[config.mk]
export PLATFORM = sky130hd
export DESIGN_NAME = froc_top
export DESIGN_NICKNAME = d
export VERILOG_FILES = /design/src/hw/froc_pkg.sv /design/src/hw/froc_top.sv
export VERILOG_INCLUDE_DIRS = /design/src /design/src/hw
export SDC_FILE = /design/constraint.sdc
export NUM_CORES = 1
export LEC_CHECK = 0
export ABC_AREA = 1
export BUFFER_PORTS_ARGS = -buffer_cell sky130_fd_sc_hd__buf_2
export CELL_PAD_IN_SITES_DETAIL_PLACEMENT = 1
export CELL_PAD_IN_SITES_GLOBAL_PLACEMENT = 1
export CORE_ASPECT_RATIO = 1.2
export CORE_MARGIN = 2
export CORE_UTILIZATION = 34
export CTS_CLUSTER_SIZE = 30
export DETAILED_ROUTE_END_ITERATION = 12
export GPL_TIMING_DRIVEN = 0
export HOLD_SLACK_MARGIN = 0.1
export PLACE_DENSITY = 0.72
export SYNTH_ARGS = -nofsm -noshare
export SYNTH_HDL_FRONTEND = slang
export SYNTH_SLANG_ARGS = --single-unit
[constraint.sdc]
create_clock -name clk -period 4.18 [get_ports clk]
set_clock_uncertainty 0.15 [all_clocks]
set_input_delay 0.836 -clock clk [delete_from_list [all_inputs] [get_ports clk]]
set_output_delay 0.836 -clock clk [all_outputs]
set_load 0.02 [all_outputs]
[src/hw/froc_defs.svh]
/*
 * Register offsets, field positions, reset values and timing counts of the
 * free-run output compare block.
 * Assumes a 32-bit APB slave with each register on its own aligned word.
 */
`ifndef FROC_DEFS_SVH
`define FROC_DEFS_SVH

// ============================================================
// register indices (printed offsets); byte address = 4 * index
`define FROC_IDX_COUNT 8'h56
`define FROC_IDX_CTRL 8'h58
`define FROC_IDX_CMP0 8'h5a
`define FROC_IDX_CMP1 8'h5b
`define FROC_IDX_CSL 8'h62
`define FROC_IDX_CSH 8'h63
`define FROC_IDX_IRQ_STAT 8'h70
`define FROC_IDX_IRQ_EN 8'h71
`define FROC_IDX_IRQ_CLR 8'h72

// ============================================================
// timer control fields
`define FROC_CT_COUNT_CLOCK_SELECT_LO 0
`define FROC_CT_COUNT_CLOCK_SELECT_HI 1
`define FROC_CT_CLR 2
`define FROC_CT_MODE 3
`define FROC_CT_STOP 4
`define FROC_CT_OVFE 5
`define FROC_CT_OVF 6

// ============================================================
// compare control low fields (low byte) and high fields
`define FROC_CL_IRQ_EN_A 0
`define FROC_CL_IRQ_EN_B 1
`define FROC_CL_RUN_A 2
`define FROC_CL_RUN_B 3
`define FROC_CL_FLAG_A 4
`define FROC_CL_FLAG_B 5
`define FROC_CH_LEVEL_A 0
`define FROC_CH_LEVEL_B 1
`define FROC_CH_OE_A 2
`define FROC_CH_OE_B 3
`define FROC_CH_PAIRED 4

// ============================================================
// interrupt status bits
`define FROC_IS_MATCH_A 0
`define FROC_IS_MATCH_B 1
`define FROC_IS_OVF 2

// ============================================================
// reset values
`define FROC_RST_COUNT 16'h0000
`define FROC_RST_CTRL 8'h00
`define FROC_RST_CMP 16'h0000
`define FROC_RST_BYTE 8'h00

// ============================================================
// count clock prescale (machine clocks per count) per select code
`define FROC_DIV0 8'h01
`define FROC_DIV1 8'h04
`define FROC_DIV2 8'h10
`define FROC_DIV3 8'h40

`endif

[src/hw/froc_pkg.sv]
/*
 * Types for the free-run output compare block.
 * Assumes froc_defs.svh holds all numbers.
 */
package froc_pkg;
    typedef logic [15:0] froc_word_t;
    typedef logic [7:0] froc_byte_t;
    typedef logic [1:0] froc_pair_t;
endpackage : froc_pkg

[src/hw/froc_top.sv]
/*
 * Free-run output compare: a 16-bit up counter, two compare channels with
 * toggling output pins, match and overflow flags, and an APB register port.
 * Assumes a single 200 MHz clock, synchronous active-high reset and a
 * well-behaved APB master.
 */
`timescale 1ns/1ps
`include "froc_defs.svh"

module froc_top
(
    input wire logic clk, // machine clock
    input wire logic srst, // sync reset, active high
    input wire logic psel, // apb select
    input wire logic penable, // apb access phase
    input wire logic pwrite, // apb direction
    input wire logic [31:0] paddr, // apb byte address
    input wire logic [31:0] pwdata, // apb write data
    output logic [31:0] prdata, // apb read data
    output logic pready, // apb ready
    output logic pslverr, // apb error on unmapped address
    output froc_pkg::froc_pair_t cmp_out, // compare pin levels
    output froc_pkg::froc_pair_t cmp_oe, // compare pin drive enables
    output logic irq // level interrupt
);
    import froc_pkg::*;

    // ============================================================
    // bus decode
    function automatic logic hit(input logic [31:0] a, input logic [7:0] idx);
        hit = (a == {22'h0, idx, 2'b00});
    endfunction : hit

    logic acc;
    logic wr;
    logic mapped;
    assign acc = psel & penable;
    assign wr = acc & pwrite;
    assign pready = 1'b1;
    assign mapped = hit(paddr, `FROC_IDX_COUNT) | hit(paddr, `FROC_IDX_CTRL)
        | hit(paddr, `FROC_IDX_CMP0) | hit(paddr, `FROC_IDX_CMP1)
        | hit(paddr, `FROC_IDX_CSL) | hit(paddr, `FROC_IDX_CSH)
        | hit(paddr, `FROC_IDX_IRQ_STAT) | hit(paddr, `FROC_IDX_IRQ_EN)
        | hit(paddr, `FROC_IDX_IRQ_CLR);
    assign pslverr = acc & ~mapped;

    // ============================================================
    // state
    froc_word_t count_q, count_d;
    froc_byte_t ctrl_q, ctrl_d;
    froc_word_t cmp_q [2];
    froc_word_t cmp_d [2];
    froc_byte_t csl_q, csl_d;
    froc_byte_t csh_q, csh_d;
    froc_pair_t pin_q, pin_d;
    logic [2:0] ist_q, ist_d;
    logic [2:0] ien_q, ien_d;
    logic [7:0] pre_q, pre_d;
    logic [31:0] rd_q, rd_d;

    // count tick from the prescaler; compare is sampled on this tick
    logic tick;
    logic [7:0] div;
    logic [1:0] cmp_wr;
    froc_pair_t match;
    froc_pair_t tog;
    logic ovf_evt;
    logic mode_clr;

    always_comb
    begin
        case ({ctrl_q[`FROC_CT_COUNT_CLOCK_SELECT_HI], ctrl_q[`FROC_CT_COUNT_CLOCK_SELECT_LO]})
            2'd0: div = `FROC_DIV0;
            2'd1: div = `FROC_DIV1;
            2'd2: div = `FROC_DIV2;
            default: div = `FROC_DIV3;
        endcase
    end

    assign tick = ~ctrl_q[`FROC_CT_STOP] & (pre_q == div - 8'h01);
    assign cmp_wr[0] = wr & hit(paddr, `FROC_IDX_CMP0);
    assign cmp_wr[1] = wr & hit(paddr, `FROC_IDX_CMP1);

    // per-channel match, gated by run enable, tick and write hazard
    genvar g;
    generate
        for (g = 0; g < 2; g++)
        begin : g_ch
            assign match[g] = tick & csl_q[`FROC_CL_RUN_A + g]
                & ~cmp_wr[g]
                & (count_q == cmp_q[g]);
        end
    endgenerate

    // pin b follows either channel only in paired mode
    assign tog[0] = match[0];
    assign tog[1] = csh_q[`FROC_CH_PAIRED] ? (match[0] | match[1]) : match[1];
    assign mode_clr = match[0] & ctrl_q[`FROC_CT_MODE];
    assign ovf_evt = tick & (count_q == 16'hffff) & ~mode_clr;

    // ============================================================
    // prescaler and counter
    always_comb
    begin
        pre_d = pre_q;
        count_d = count_q;
        if (ctrl_q[`FROC_CT_STOP])
            pre_d = 8'h00;
        else if (tick)
            pre_d = 8'h00;
        else
            pre_d = pre_q + 8'h01;
        if (tick)
            count_d = mode_clr ? 16'h0000 : count_q + 16'h0001;
        if (wr & hit(paddr, `FROC_IDX_CTRL) & pwdata[`FROC_CT_CLR])
            count_d = 16'h0000;
        // direct load relies on software stopping the counter first
        if (wr & hit(paddr, `FROC_IDX_COUNT))
            count_d = pwdata[15:0];
    end

    // ============================================================
    // register file and flags
    always_comb
    begin
        ctrl_d = ctrl_q;
        cmp_d = cmp_q;
        csl_d = csl_q;
        csh_d = csh_q;
        ien_d = ien_q;
        pin_d = pin_q ^ tog;
        if (wr & hit(paddr, `FROC_IDX_CTRL))
            ctrl_d = {1'b0, ctrl_q[`FROC_CT_OVF] & pwdata[`FROC_CT_OVF], pwdata[5:3], 1'b0,
                pwdata[1:0]};
        if (ovf_evt | mode_clr)
            ctrl_d[`FROC_CT_OVF] = 1'b1; // set wins over clear
        for (int i = 0; i < 2; i++)
            if (cmp_wr[i])
                cmp_d[i] = pwdata[15:0];
        if (wr & hit(paddr, `FROC_IDX_CSL))
            csl_d = {2'b00, csl_q[5:4] & pwdata[5:4], pwdata[3:0]};
        for (int i = 0; i < 2; i++)
            if (match[i])
                csl_d[`FROC_CL_FLAG_A + i] = 1'b1;
        if (wr & hit(paddr, `FROC_IDX_CSH))
        begin
            csh_d = {3'b000, pwdata[4:0]};
            pin_d = pwdata[1:0];
        end
        if (wr & hit(paddr, `FROC_IDX_IRQ_EN))
            ien_d = pwdata[2:0];
    end

    // ============================================================
    // interrupt status: sticky, write-one-to-clear, events win
    always_comb
    begin
        ist_d = ist_q;
        if (wr & hit(paddr, `FROC_IDX_IRQ_CLR))
            ist_d = ist_q & ~pwdata[2:0];
        ist_d[`FROC_IS_MATCH_A] = ist_d[`FROC_IS_MATCH_A] | match[0];
        ist_d[`FROC_IS_MATCH_B] = ist_d[`FROC_IS_MATCH_B] | match[1];
        ist_d[`FROC_IS_OVF] = ist_d[`FROC_IS_OVF] | ovf_evt | mode_clr;
    end

    // ============================================================
    // read mux; rd_q registers it, but prdata takes the live rd_d value
    always_comb
    begin
        rd_d = rd_q;
        if (acc & ~pwrite)
        begin
            rd_d = 32'h0;
            if (hit(paddr, `FROC_IDX_COUNT))
                rd_d = {16'h0, count_q};
            if (hit(paddr, `FROC_IDX_CTRL))
                rd_d = {24'h0, ctrl_q};
            if (hit(paddr, `FROC_IDX_CMP0))
                rd_d = {16'h0, cmp_q[0]};
            if (hit(paddr, `FROC_IDX_CMP1))
                rd_d = {16'h0, cmp_q[1]};
            if (hit(paddr, `FROC_IDX_CSL))
                rd_d = {24'h0, csl_q};
            if (hit(paddr, `FROC_IDX_CSH))
                rd_d = {24'h0, csh_q[7:2], pin_q};
            if (hit(paddr, `FROC_IDX_IRQ_STAT))
                rd_d = {29'h0, ist_q};
            if (hit(paddr, `FROC_IDX_IRQ_EN))
                rd_d = {29'h0, ien_q};
        end
    end
    // read data is combinational off the registered mux would lag; use live value
    always_comb
    begin
        prdata = 32'h0;
        if (acc & ~pwrite)
            prdata = rd_d;
    end

    // ============================================================
    // registers
    always_ff @(posedge clk)
    begin
        if (srst)
        begin
            count_q <= `FROC_RST_COUNT;
            ctrl_q <= `FROC_RST_CTRL;
            cmp_q[0] <= `FROC_RST_CMP;
            cmp_q[1] <= `FROC_RST_CMP;
            csl_q <= `FROC_RST_BYTE;
            csh_q <= `FROC_RST_BYTE;
            pin_q <= 2'b00;
            ist_q <= 3'b000;
            ien_q <= 3'b000;
            pre_q <= 8'h00;
            rd_q <= 32'h0;
        end
        else
        begin
            count_q <= count_d;
            ctrl_q <= ctrl_d;
            cmp_q <= cmp_d;
            csl_q <= csl_d;
            csh_q <= csh_d;
            pin_q <= pin_d;
            ist_q <= ist_d;
            ien_q <= ien_d;
            pre_q <= pre_d;
            rd_q <= rd_d;
        end
    end

    // ============================================================
    // outputs
    assign cmp_out = pin_q;
    assign cmp_oe = {csh_q[`FROC_CH_OE_B], csh_q[`FROC_CH_OE_A]};
    assign irq = |(ist_q & ien_q)
        | (csl_q[`FROC_CL_FLAG_A] & csl_q[`FROC_CL_IRQ_EN_A])
        | (csl_q[`FROC_CL_FLAG_B] & csl_q[`FROC_CL_IRQ_EN_B])
        | (ctrl_q[`FROC_CT_OVF] & ctrl_q[`FROC_CT_OVFE]);

endmodule : froc_top

==> impl_metrics.tcl, run 1 <==
set metrics [dict create \
    cp_data_required_time_ns 3.19 \
    power_density_nw_per_um2 281 \
    rsz0062_at_grt "false" \
    drive_gt1_share_pct 17.5 \
    port_buffers 73 \
    seq_area_frac_synth_pct 28.0 \
    status "finished, final reports clean" \
    dieArea_um2 17700 \
    hold_path_depth 1 \
    dpl.cell_count 1209 \
    clkPwrFrac_pct 50.7 \
    clk_latency_ns 0.36 \
    critPathLaunchType "input port" \
    r2r_cells 15 \
    seq_power_share_pct 40.6 \
    tightestPinTransition_ns 0.796 \
    worst-setup-path-type "in -> out" \
    fmax_mhz 249 \
    drc 0 \
    drv_cap 0 \
    met2_length_um 11100 \
    timing.rr.end "count_q[9]" \
    grt_max_degree 13 \
    nNetsFinal 1080 \
    cts_buffers 9 \
    io_pins 108 \
    finalSetupViolations 0 \
    drt-vias-per-instance 5.13 \
    crit_fanout 10 \
    synthMuxAreaShare_pct 0 \
    grt_antenna_before_repair 0 \
    via_count 6278 \
    clk_pin_slew_ns 0.06 \
    synth_top_family_by_area "simple AND/OR/NAND/NOR gates" \
    vdd_drop_max_uv 201 \
    layout_common_cells "nand2_1 (166), nor2_1 (120), inv_1 (115)" \
    drt_pre_antenna_iters 5 \
    tns_ns 0 \
    clockRootBuffer "clkbuf_16" \
    met1_length_um 9570 \
    antenna_cells 0 \
    synthXorXnorAreaFrac_pct 3.41 \
    numClockSinks 79 \
    wl_met3_um 806 \
    cts-htree-levels 3 \
    finalMaxSlewViolations 0 \
    chipHeight_um 145 \
    wire_per_inst_um 18.5 \
    switchingPower_mw 0.452 \
    top_layer "met4" \
    leakage_nw 3.12 \
    cts_tree "done" \
    start_util_pct 34.8 \
    wirelength_um 22600 \
    syn_inst 909 \
    routabilityCongestion 0.877 \
    synth_flop_cell "dfxtp_1" \
    cts_resized 0 \
    die_w_um 122 \
    dpl.hpwl_um 18100 \
    hold_class "reg -> reg" \
    syn_area_per_cell_um2 6.22 \
    num_rows 51 \
    ctsHoldBuffers 0 \
    p_comb_share_pct 8.7 \
    arrival_ns 3.03 \
    track_usage_pct 26.1 \
    max_slew_margin_pct 47.0 \
    synth_warnings 0 \
    clk_path_buf_depth 2 \
    r2r-start "ctrl_q[0]" \
    synth_compound_area_share_pct 19.8 \
    grt_pass1_wl_um 35300 \
    grt_pass1_vias 6465 \
    synthesis.area_um2 5660 \
    end_kind "primary output" \
    drt_iter0_drc 341 \
    synth-simple-area-share_pct 33.4 \
    post-route-period-util_pct 96.1 \
    ys_async_sr_fraction_pct 0 \
    stdcell_count 1224 \
    hold_viol 0 \
    area_growth_pct 18.3 \
    switching_share_pct 24.1 \
    endpoint "prdata[7]" \
    utilization_pct 41.1 \
    r2r_setup_slack_ns 1.25 \
    startpoint "paddr[19]" \
    core_area_um2 16300 \
    post_cts_buffers 0 \
    synth_adder_area_share_pct 0.664 \
    antenna_left 0 \
    intPower_mw 1.42 \
    layout.cells.most_common "nand2_1" \
    min_period_ns 4.02 \
    synth_cell_types 45 \
    synth_edf_count 0 \
    synth_seq_cells 79 \
    overflow 0 \
]
registers in the layout, summed over array words and instances (netlist names):
register and cells:
pre_q 8, ist_q 3, count_q 16, cmp_q 32, cmp_out 2, ien_q 3
csh_q 3, csl_q 6, ctrl_q 6
how the worst min path moves through the flow:
stage	to	slack, ns	startpoint
floorplan	pre_q[0]	0.29	pre_q[0]
global placement	cmp_q[30]	0.31	cmp_q[30]
detailed placement	pre_q[0]	0.32	pre_q[0]
CTS	cmp_q[30]	0.33	cmp_q[30]
global route	pre_q[0]	0.34	pre_q[0]
finish	pre_q[0]	0.32	pre_q[0]
critical path, stage by stage:
cell	delay [ns]
buf_2	0.08
nor2_1	0.04
nand2_1	0.05
nor2_1	0.04
nand2_1	0.21
nor2_1	0.12
nand2_2	0.21
clkinv_1	0.40
a221oi_1	0.77
nor2_1	0.08
buf_2	0.19
routing by layer:
layer	track usage, %	vias up
met5	0	-
met4	13.2	0
met3	3.66	52
met2	45.0	145
met1	31.1	2967
li1	-	3114
Yosys cell counts (3+ instances only):
cell type / instances / area [um2]
a211oi_1: 6 / 45.0
a21oi_1: 66 / 330
a21oi_2: 5 / 43.8
a221oi_1: 9 / 78.8
and2_1: 6 / 37.5
buf_2: 11 / 55.1
buf_4: 21 / 158
buf_6: 5 / 56.3
clkbuf_1: 15 / 56.3
clkinv_1: 3 / 11.3
dfxtp_1: 79 / 1580
ha_1: 3 / 37.5
inv_1: 115 / 432
inv_2: 10 / 37.5
nand2_1: 166 / 623
nand2_2: 7 / 43.8
nand2_4: 3 / 33.8
nand3_1: 48 / 240
nand3_2: 4 / 40.0
nand3b_1: 4 / 30.0
nand4_1: 19 / 119
nor2_1: 120 / 450
nor2_2: 8 / 50.1
nor2_4: 5 / 56.3
nor3_1: 13 / 65.1
o21ai_0: 103 / 515
o21ai_1: 9 / 45.0
xnor2_1: 6 / 52.6
xor2_1: 16 / 140
power by group through the flow:
stage                     Sequential, mW  Clock, mW  Combinational [mW]
after floorplan                    0.775          0              0.0944
after global placement             0.778          0               0.159
after detailed placement           0.778          0               0.161
after CTS                          0.761      0.957               0.162
after global routing               0.761      0.991               0.179
final                              0.761      0.952               0.164
layout make-up:
type                       instances  area (um2)
fill                            2224        9580
timing repair buffer              73         365
sequential                        79        1580
tap                              212         265
clock buffer                      12         256
inverter                         130         494
buffer                            54         335
clock inverter                     3        90.1
multi-input combinational        661        3300
kinds of logic (layout without fill, tap and decap cells):
| logic type | count (synthesis) | after routing |
|---|---|---|
| simple gates | 413 | 413 |
| compound gates | 206 | 206 |
| flops | 79 | 79 |
| buf+inv | 184 | 272 |
| fa+ha+maj | 3 | 3 |
| xor+xnor | 22 | 22 |
| other cells | 2 | 17 |
stage by stage:
step                total power, mW  setup WS [ns]  instance area, um2  hold slack, ns
floorplan                     0.870          0.931                5710           0.288
global placement              0.937          0.338                6340           0.312
detailed placement            0.939          0.291                6340           0.319
CTS                            1.88          0.284                6690           0.327
global route                   1.93         0.0174                6690           0.345
finish                         1.88          0.164                6690           0.322
(Power assumes the default switching activity.)
==> run 2, diff against run 1 <==
--- a/config.mk
+++ b/config.mk
@@ -6,18 +6,17 @@
 export SDC_FILE = /design/constraint.sdc
 export NUM_CORES = 1
 export LEC_CHECK = 0
-export ABC_AREA = 1
 export BUFFER_PORTS_ARGS = -buffer_cell sky130_fd_sc_hd__buf_2
 export CELL_PAD_IN_SITES_DETAIL_PLACEMENT = 1
 export CELL_PAD_IN_SITES_GLOBAL_PLACEMENT = 1
 export CORE_ASPECT_RATIO = 1.2
 export CORE_MARGIN = 2
-export CORE_UTILIZATION = 34
+export CORE_UTILIZATION = 41
 export CTS_CLUSTER_SIZE = 30
 export DETAILED_ROUTE_END_ITERATION = 12
 export GPL_TIMING_DRIVEN = 0
 export HOLD_SLACK_MARGIN = 0.1
-export PLACE_DENSITY = 0.72
+export PLACE_DENSITY = 0.82
 export SYNTH_ARGS = -nofsm -noshare
 export SYNTH_HDL_FRONTEND = slang
 export SYNTH_SLANG_ARGS = --single-unit
==> run 2 against run 1 <==
Flip-flop and latch count is the same; global-route usage up 2.0 points; die area is 23% lower; cell count down 23%; synthesized cell count down 26%; register-to-register slack worse by 0.09 ns; synthesized area fell by 7.4%; sequential power is essentially flat; power decreased by 8.4%; combinational power decreased by 7%; utilization grew 8.2 points; critical path depth fell by 3.
==> impl_metrics.tcl, run 2 <==
set metrics [dict create \
    status "finished, final reports clean" \
    clk_latency_ns 0.34 \
    stdcell_count 939 \
    hold_path_depth 2 \
    drt_iter0_drc 497 \
    max_slew_margin_pct 53.5 \
    dpl.cell_count 920 \
    cts_tree "done" \
    tns_ns 0 \
    tightestPinTransition_ns 0.697 \
    syn_inst 670 \
    dieArea_um2 13700 \
    wirelength_um 19400 \
    track_usage_pct 28.1 \
    seq_area_um2 1580 \
    min_period_ns 4.07 \
    synth_flop_cell "dfxtp_1" \
    p_comb_share_pct 8.8 \
    io_pins 108 \
    switching_share_pct 25.1 \
    overflow 0 \
    holdPathEnd "csh_q[3]" \
    r2r_setup_slack_ns 1.16 \
    fmax_mhz 246 \
    drc 0 \
    antenna_left 0 \
    num_rows 45 \
    numClockSinks 79 \
    grt_max_degree 14 \
    switchingPower_mw 0.431 \
    largest-register "cmp_q" \
    port_buffers 71 \
    clkPwrFrac_pct 47.0 \
    vdd_drop_max_uv 167 \
    area_growth_pct 18.3 \
    worstHoldStart "csh_q[3]" \
    top_regs "cmp_q x32, count_q x16, pre_q x8" \
    arrival_ns 3.08 \
    synthesis.area_um2 5240 \
    fill_cells 1594 \
    syn_area_per_cell_um2 7.82 \
    r2r-start "ctrl_q[0]" \
    clockRootBuffer "clkbuf_16" \
    antenna_cells 0 \
    nNetsFinal 842 \
    synth_top_area_cell "dfxtp_1" \
    synth_seq_cells 79 \
    end_kind "primary output" \
    grt_pass1_wl_um 30000 \
    ctsHoldBuffers 0 \
    critPathLaunchType "input port" \
    dpl.hpwl_um 14800 \
    synth_edf_count 0 \
    grt_antenna_before_repair 0 \
    hold_class "reg -> reg" \
    routabilityCongestion 0.959 \
    synthMostInstantiatedCell "nand2_1" \
    chipHeight_um 128 \
    layout.cells.most_common "nand2_1" \
    path_cells "buf_2 -> nor4_2 -> nand4_2 -> buf_2 -> nor3_4 -> a22oi_1 -> a211oi_2 -> buf_2" \
    drt-vias-per-instance 5.93 \
    core_area_um2 12600 \
    drive_gt1_share_pct 20.6 \
    die_w_um 107 \
    largest_reg_flops 32 \
    totalPowerFinal_mw 1.72 \
    crit_fanout 10 \
    wire_per_inst_um 20.7 \
    clk_pin_slew_ns 0.06 \
    slowest_stage "nor3_4" \
    r2r_cells 9 \
    layout_common_cells "nand2_1 (99), buf_2 (83), dfxtp_1 (79)" \
    cts_buffers 9 \
    rsz0062_at_grt "false" \
    start_util_pct 41.7 \
    multiInputGateArea_um2 3290 \
    synth_cell_types 76 \
    seq_area_frac_synth_pct 30.2 \
    finalSetupViolations 0 \
    ys_async_sr_fraction_pct 0 \
    cp_data_required_time_ns 3.19 \
    yosys-top-cells-count "nand2_1 (99), dfxtp_1 (79), a21oi_1 (59)" \
    synth_warnings 0 \
    via_count 5567 \
    power_density_nw_per_um2 278 \
    hold_viol 0 \
    clk_path_buf_depth 2 \
    synth_area_leaders "dfxtp_1 (30%), nand2_1 (7.1%), a21oi_1 (5.6%)" \
    finalMaxSlewViolations 0 \
    crit_path_frequent_cell "buf_2" \
    leakage_nw 2.46 \
    timing.rr.end "count_q[13]" \
    intPower_mw 1.29 \
    seq_power_share_pct 44.2 \
    cts-htree-levels 3 \
    drt_pre_antenna_iters 5 \
    grt_pass1_vias 5594 \
    drv_cap 0 \
    slowest_delay_ns 0.36 \
    yosysTopAreaCellShare_pct 30.2 \
    worst-setup-path-type "in -> out" \
    post-route-period-util_pct 97.4 \
]
## run 2: cell types whose count changed in the layout (fill, tap and decap cells not counted), sizes merged, moves of 12 or more
cell	before	now
o21ai	114	12
mux2i	0	16
nand3	52	28
nor2	134	60
xnor2	6	32
and3	1	13
nor4	1	17
inv	126	18
clkbuf	29	45
nand2	176	99
## run 2: how the worst max path moves through the flow
stage	startpoint	end	slack [ns]	cells past startpoint
6_report	paddr[28]	prdata[4]	0.11	8
5_1_grt	paddr[20]	prdata[0]	0.02	8
4_1_cts	paddr[20]	prdata[8]	0.02	8
3_5_place_dp	paddr[20]	prdata[8]	0.04	8
3_3_place_gp	paddr[28]	prdata[8]	0.17	8
2_1_floorplan	paddr[8]	pslverr	0.53	6
## run 2: cell families (layout without fill, tap and decap cells)
family	Yosys count	after routing	share of synthesized area [%]
compound gates	141	141	18.9
xor+xnor	41	41	6.86
fa+ha+maj	3	3	0.717
buf+inv	88	178	8.46
flops	79	79	30.2
mux	18	18	3.49
other cells	2	17	0.143
simple gates	298	298	31.3
## run 2: worst max-delay path: cells and delay by family
| kind | cells | cell delay (ns) |
|---|---|---|
| simple gates | 3 | 1.03 |
| compound gates | 2 | 0.54 |
| buf+inv | 3 | 0.68 |
## run 2: metrics by stage
step	cell area, um2	hold slack, ns	setup WS, ns	util (%)
6_report	6190	0.329	0.109	49.3
5_1_grt	6190	0.356	0.0169	49.3
4_1_cts	6150	0.333	0.0203	49.0
3_5_place_dp	5850	0.324	0.0385	46.6
3_3_place_gp	5850	0.311	0.167	46.6
2_1_floorplan	5290	0.300	0.528	-
## run 2: what timing repair did
item / 4_1_cts / 5_1_grt
endpoints found under the setup margin: 0 / 10
buffers inserted: 0 / 3
resized for setup: 0 / 3
## run 2: layer usage
| layer | global-route usage, % | part of all wire [%] | vias up | routed length, um |
|---|---|---|---|---|
| met1 | 33.6 | 40 | 2686 | 7740 |
| li1 | - | - | 2570 | - |
| met3 | 4.68 | 6.4 | 58 | 1230 |
| met2 | 48.3 | 49 | 253 | 9490 |
| met4 | 13.8 | 4.9 | 0 | 955 |
| met5 | 0 | 0 | - | 0 |
## run 2: layout make-up
cell class              instances  area share (%)
plain buffers                  71            6.12
clock buffers                  11            3.92
clock inverters                 5           0.909
inverters                      17            1.03
multi-input cells             518            53.1
flip-flops and latches         79            25.5
well taps                     164            3.31
repair buffers                 74            6.10
## run 2: power groups by stage
stage	Combinational [mW]	Sequential [mW]	Clock [mW]
finish	0.152	0.759	0.808
global route	0.161	0.759	0.844
CTS	0.149	0.759	0.812
detailed placement	0.148	0.776	0
global placement	0.144	0.775	0
floorplan	0.0826	0.774	0
==> run 3, diff against run 2 <==
--- a/config.mk
+++ b/config.mk
@@ -7,16 +7,18 @@
 export NUM_CORES = 1
 export LEC_CHECK = 0
 export BUFFER_PORTS_ARGS = -buffer_cell sky130_fd_sc_hd__buf_2
+export CAP_MARGIN = 20
 export CELL_PAD_IN_SITES_DETAIL_PLACEMENT = 1
 export CELL_PAD_IN_SITES_GLOBAL_PLACEMENT = 1
 export CORE_ASPECT_RATIO = 1.2
 export CORE_MARGIN = 2
 export CORE_UTILIZATION = 41
-export CTS_CLUSTER_SIZE = 30
+export CTS_CLUSTER_SIZE = 16
 export DETAILED_ROUTE_END_ITERATION = 12
 export GPL_TIMING_DRIVEN = 0
 export HOLD_SLACK_MARGIN = 0.1
 export PLACE_DENSITY = 0.82
+export SETUP_SLACK_MARGIN = 0.2
 export SYNTH_ARGS = -nofsm -noshare
 export SYNTH_HDL_FRONTEND = slang
 export SYNTH_SLANG_ARGS = --single-unit
==> run 3 against run 2 <==
Die area did not move; clock-buffer cell count is the same; largest cell class unchanged; register-to-register slack about the same; worst setup slack better by 0.18 ns; flip-flop and latch count did not move; critical path depth unchanged; sequential power is essentially flat; first-iteration DRC count fell by 22%; power up 0.20%; maximum frequency up 4.5%; non-clock buffer count is 5 higher; combinational power barely moved.
==> impl_metrics.tcl, run 3 (same netlist as run 2, synthesis figures left out) <==
set metrics [dict create \
    grt_antenna_before_repair 0 \
    min_period_ns 3.89 \
    fmax_mhz 257 \
    tightestPinTransition_ns 0.693 \
    clk_latency_ns 0.34 \
    path_cells "buf_2 -> nor4_2 -> nand4_4 -> buf_2 -> or4_1 -> o31ai_1 -> o311a_1 -> buf_2" \
    tns_ns 0 \
    antenna_cells 0 \
    area_growth_pct 20.1 \
    top_regs "cmp_q x32, count_q x16, pre_q x8" \
    critPathLaunchType "input port" \
    numClockSinks 79 \
    r2r_setup_slack_ns 1.15 \
    rsz0062_at_grt "true" \
    wirelength_um 19400 \
    p_comb_share_pct 9.0 \
    hold_path_depth 2 \
    cp_data_required_time_ns 3.19 \
    dieArea_um2 13700 \
    io_pins 108 \
    layout_common_cells "nand2_1 (97), buf_2 (83), dfxtp_1 (79)" \
    drive_gt1_share_pct 21.9 \
    switchingPower_mw 0.433 \
    hold_class "reg -> reg" \
    cts_buffers 9 \
    max_slew_margin_pct 53.8 \
    end_kind "primary output" \
    die_w_um 107 \
    clk_pin_slew_ns 0.07 \
    drv_cap 0 \
    nNetsFinal 847 \
    core_area_um2 12600 \
    clk_path_buf_depth 2 \
    r2r_cells 9 \
    port_buffers 71 \
    via_count 5503 \
    holdPathEnd "csh_q[3]" \
    routabilityCongestion 0.959 \
    power_density_nw_per_um2 274 \
    post-route-period-util_pct 93.2 \
    num_rows 45 \
    wire_per_inst_um 20.5 \
    timing.rr.end "count_q[13]" \
    worst-setup-path-type "in -> out" \
    drt-vias-per-instance 5.83 \
    slowest_stage "or4_1" \
    chipHeight_um 128 \
    antenna_left 0 \
    dpl.hpwl_um 14800 \
    crit_fanout 10 \
    grt_max_degree 14 \
    finalSetupViolations 0 \
    leakage_nw 2.50 \
    slowest_delay_ns 0.50 \
    r2r-start "ctrl_q[0]" \
    start_util_pct 41.7 \
    clkPwrFrac_pct 46.9 \
    grt_pass1_vias 5621 \
    drt_iter0_drc 386 \
    overflow 0 \
    drt_pre_antenna_iters 7 \
    largest-register "cmp_q" \
    seq_power_share_pct 44.1 \
    cts-htree-levels 3 \
    intPower_mw 1.29 \
    switching_share_pct 25.1 \
    layout.cells.most_common "nand2_1" \
    vdd_drop_max_uv 167 \
    largest_reg_flops 32 \
    drc 0 \
    track_usage_pct 28.2 \
    cts_tree "done" \
    worstHoldStart "csh_q[3]" \
    totalPowerFinal_mw 1.72 \
    status "finished, final reports clean" \
    finalMaxSlewViolations 0 \
    clockRootBuffer "clkbuf_16" \
    crit_path_frequent_cell "buf_2" \
    ctsHoldBuffers 0 \
    arrival_ns 2.91 \
    grt_pass1_wl_um 30100 \
    hold_viol 0 \
]
[run 3: changes by cell type in the layout (fill, tap and decap cells not counted), sizes merged]
| cell | before | now |
|---|---|---|
| buf | 111 | 116 |
[run 3: worst max path at each step]
stage,startpoint,endpoint,depth (start not counted)
after global placement,paddr[28],prdata[8],8
after global routing,paddr[4],prdata[7],10
after floorplan,paddr[8],pslverr,6
after CTS,paddr[20],prdata[0],8
after detailed placement,paddr[20],prdata[8],8
final,paddr[28],prdata[3],8
[run 3: worst max-delay path: cells and delay by family]
kind / cells / cell delay [ns]
simple gates: 3 / 1.17
compound gates: 2 / 0.31
buf+inv: 3 / 0.59
[run 3: timing repair]
item / 4_1_cts / 5_1_grt
buffers inserted: 1 / 7
cloned: 0 / 0
pin swaps: 1 / 3
resized for setup: 2 / 10
setup endpoints to repair: 10 / 13
[run 3: area by class of cell]
| type | instances | area, um2 |
|---|---|---|
| inverter | 17 | 63.8 |
| timing repair buffer | 79 | 428 |
| multi-input combinational | 518 | 3330 |
| buffer | 71 | 379 |
| clock buffer | 11 | 243 |
| tap | 164 | 205 |
| clock inverter | 5 | 56.3 |
| fill | 1582 | 6270 |
| sequential | 79 | 1580 |
[run 3: through the flow]
stage	hold WS (ns)	area [um2]	setup WS, ns	cells	util [%]
final	0.328	6290	0.286	944	50.1
after global routing	0.356	6290	0.185	944	50.1
after CTS	0.333	6170	0.211	937	49.2
after detailed placement	0.324	5850	0.0385	920	46.6
after global placement	0.311	5850	0.167	920	46.6
after floorplan	0.300	5290	0.528	685	-
[run 3: power by group through the flow]
stage | combinational (mW) | clock, mW | sequential [mW]
2_1_floorplan | 0.0826 | 0 | 0.774
3_3_place_gp | 0.144 | 0 | 0.775
3_5_place_dp | 0.148 | 0 | 0.776
4_1_cts | 0.149 | 0.812 | 0.759
5_1_grt | 0.165 | 0.844 | 0.759
6_report | 0.155 | 0.808 | 0.759
[run 3: per-layer routing]
layer | wire, um | share of wire [%] | vias to the layer above | track usage [%]
met1 | 7760 | 40 | 2638 | 33.7
met4 | 1040 | 5.4 | 0 | 14.8
li1 | - | - | 2585 | -
met3 | 1170 | 6.1 | 61 | 4.58
met5 | 0 | 0 | - | 0
met2 | 9380 | 48 | 219 | 48.1
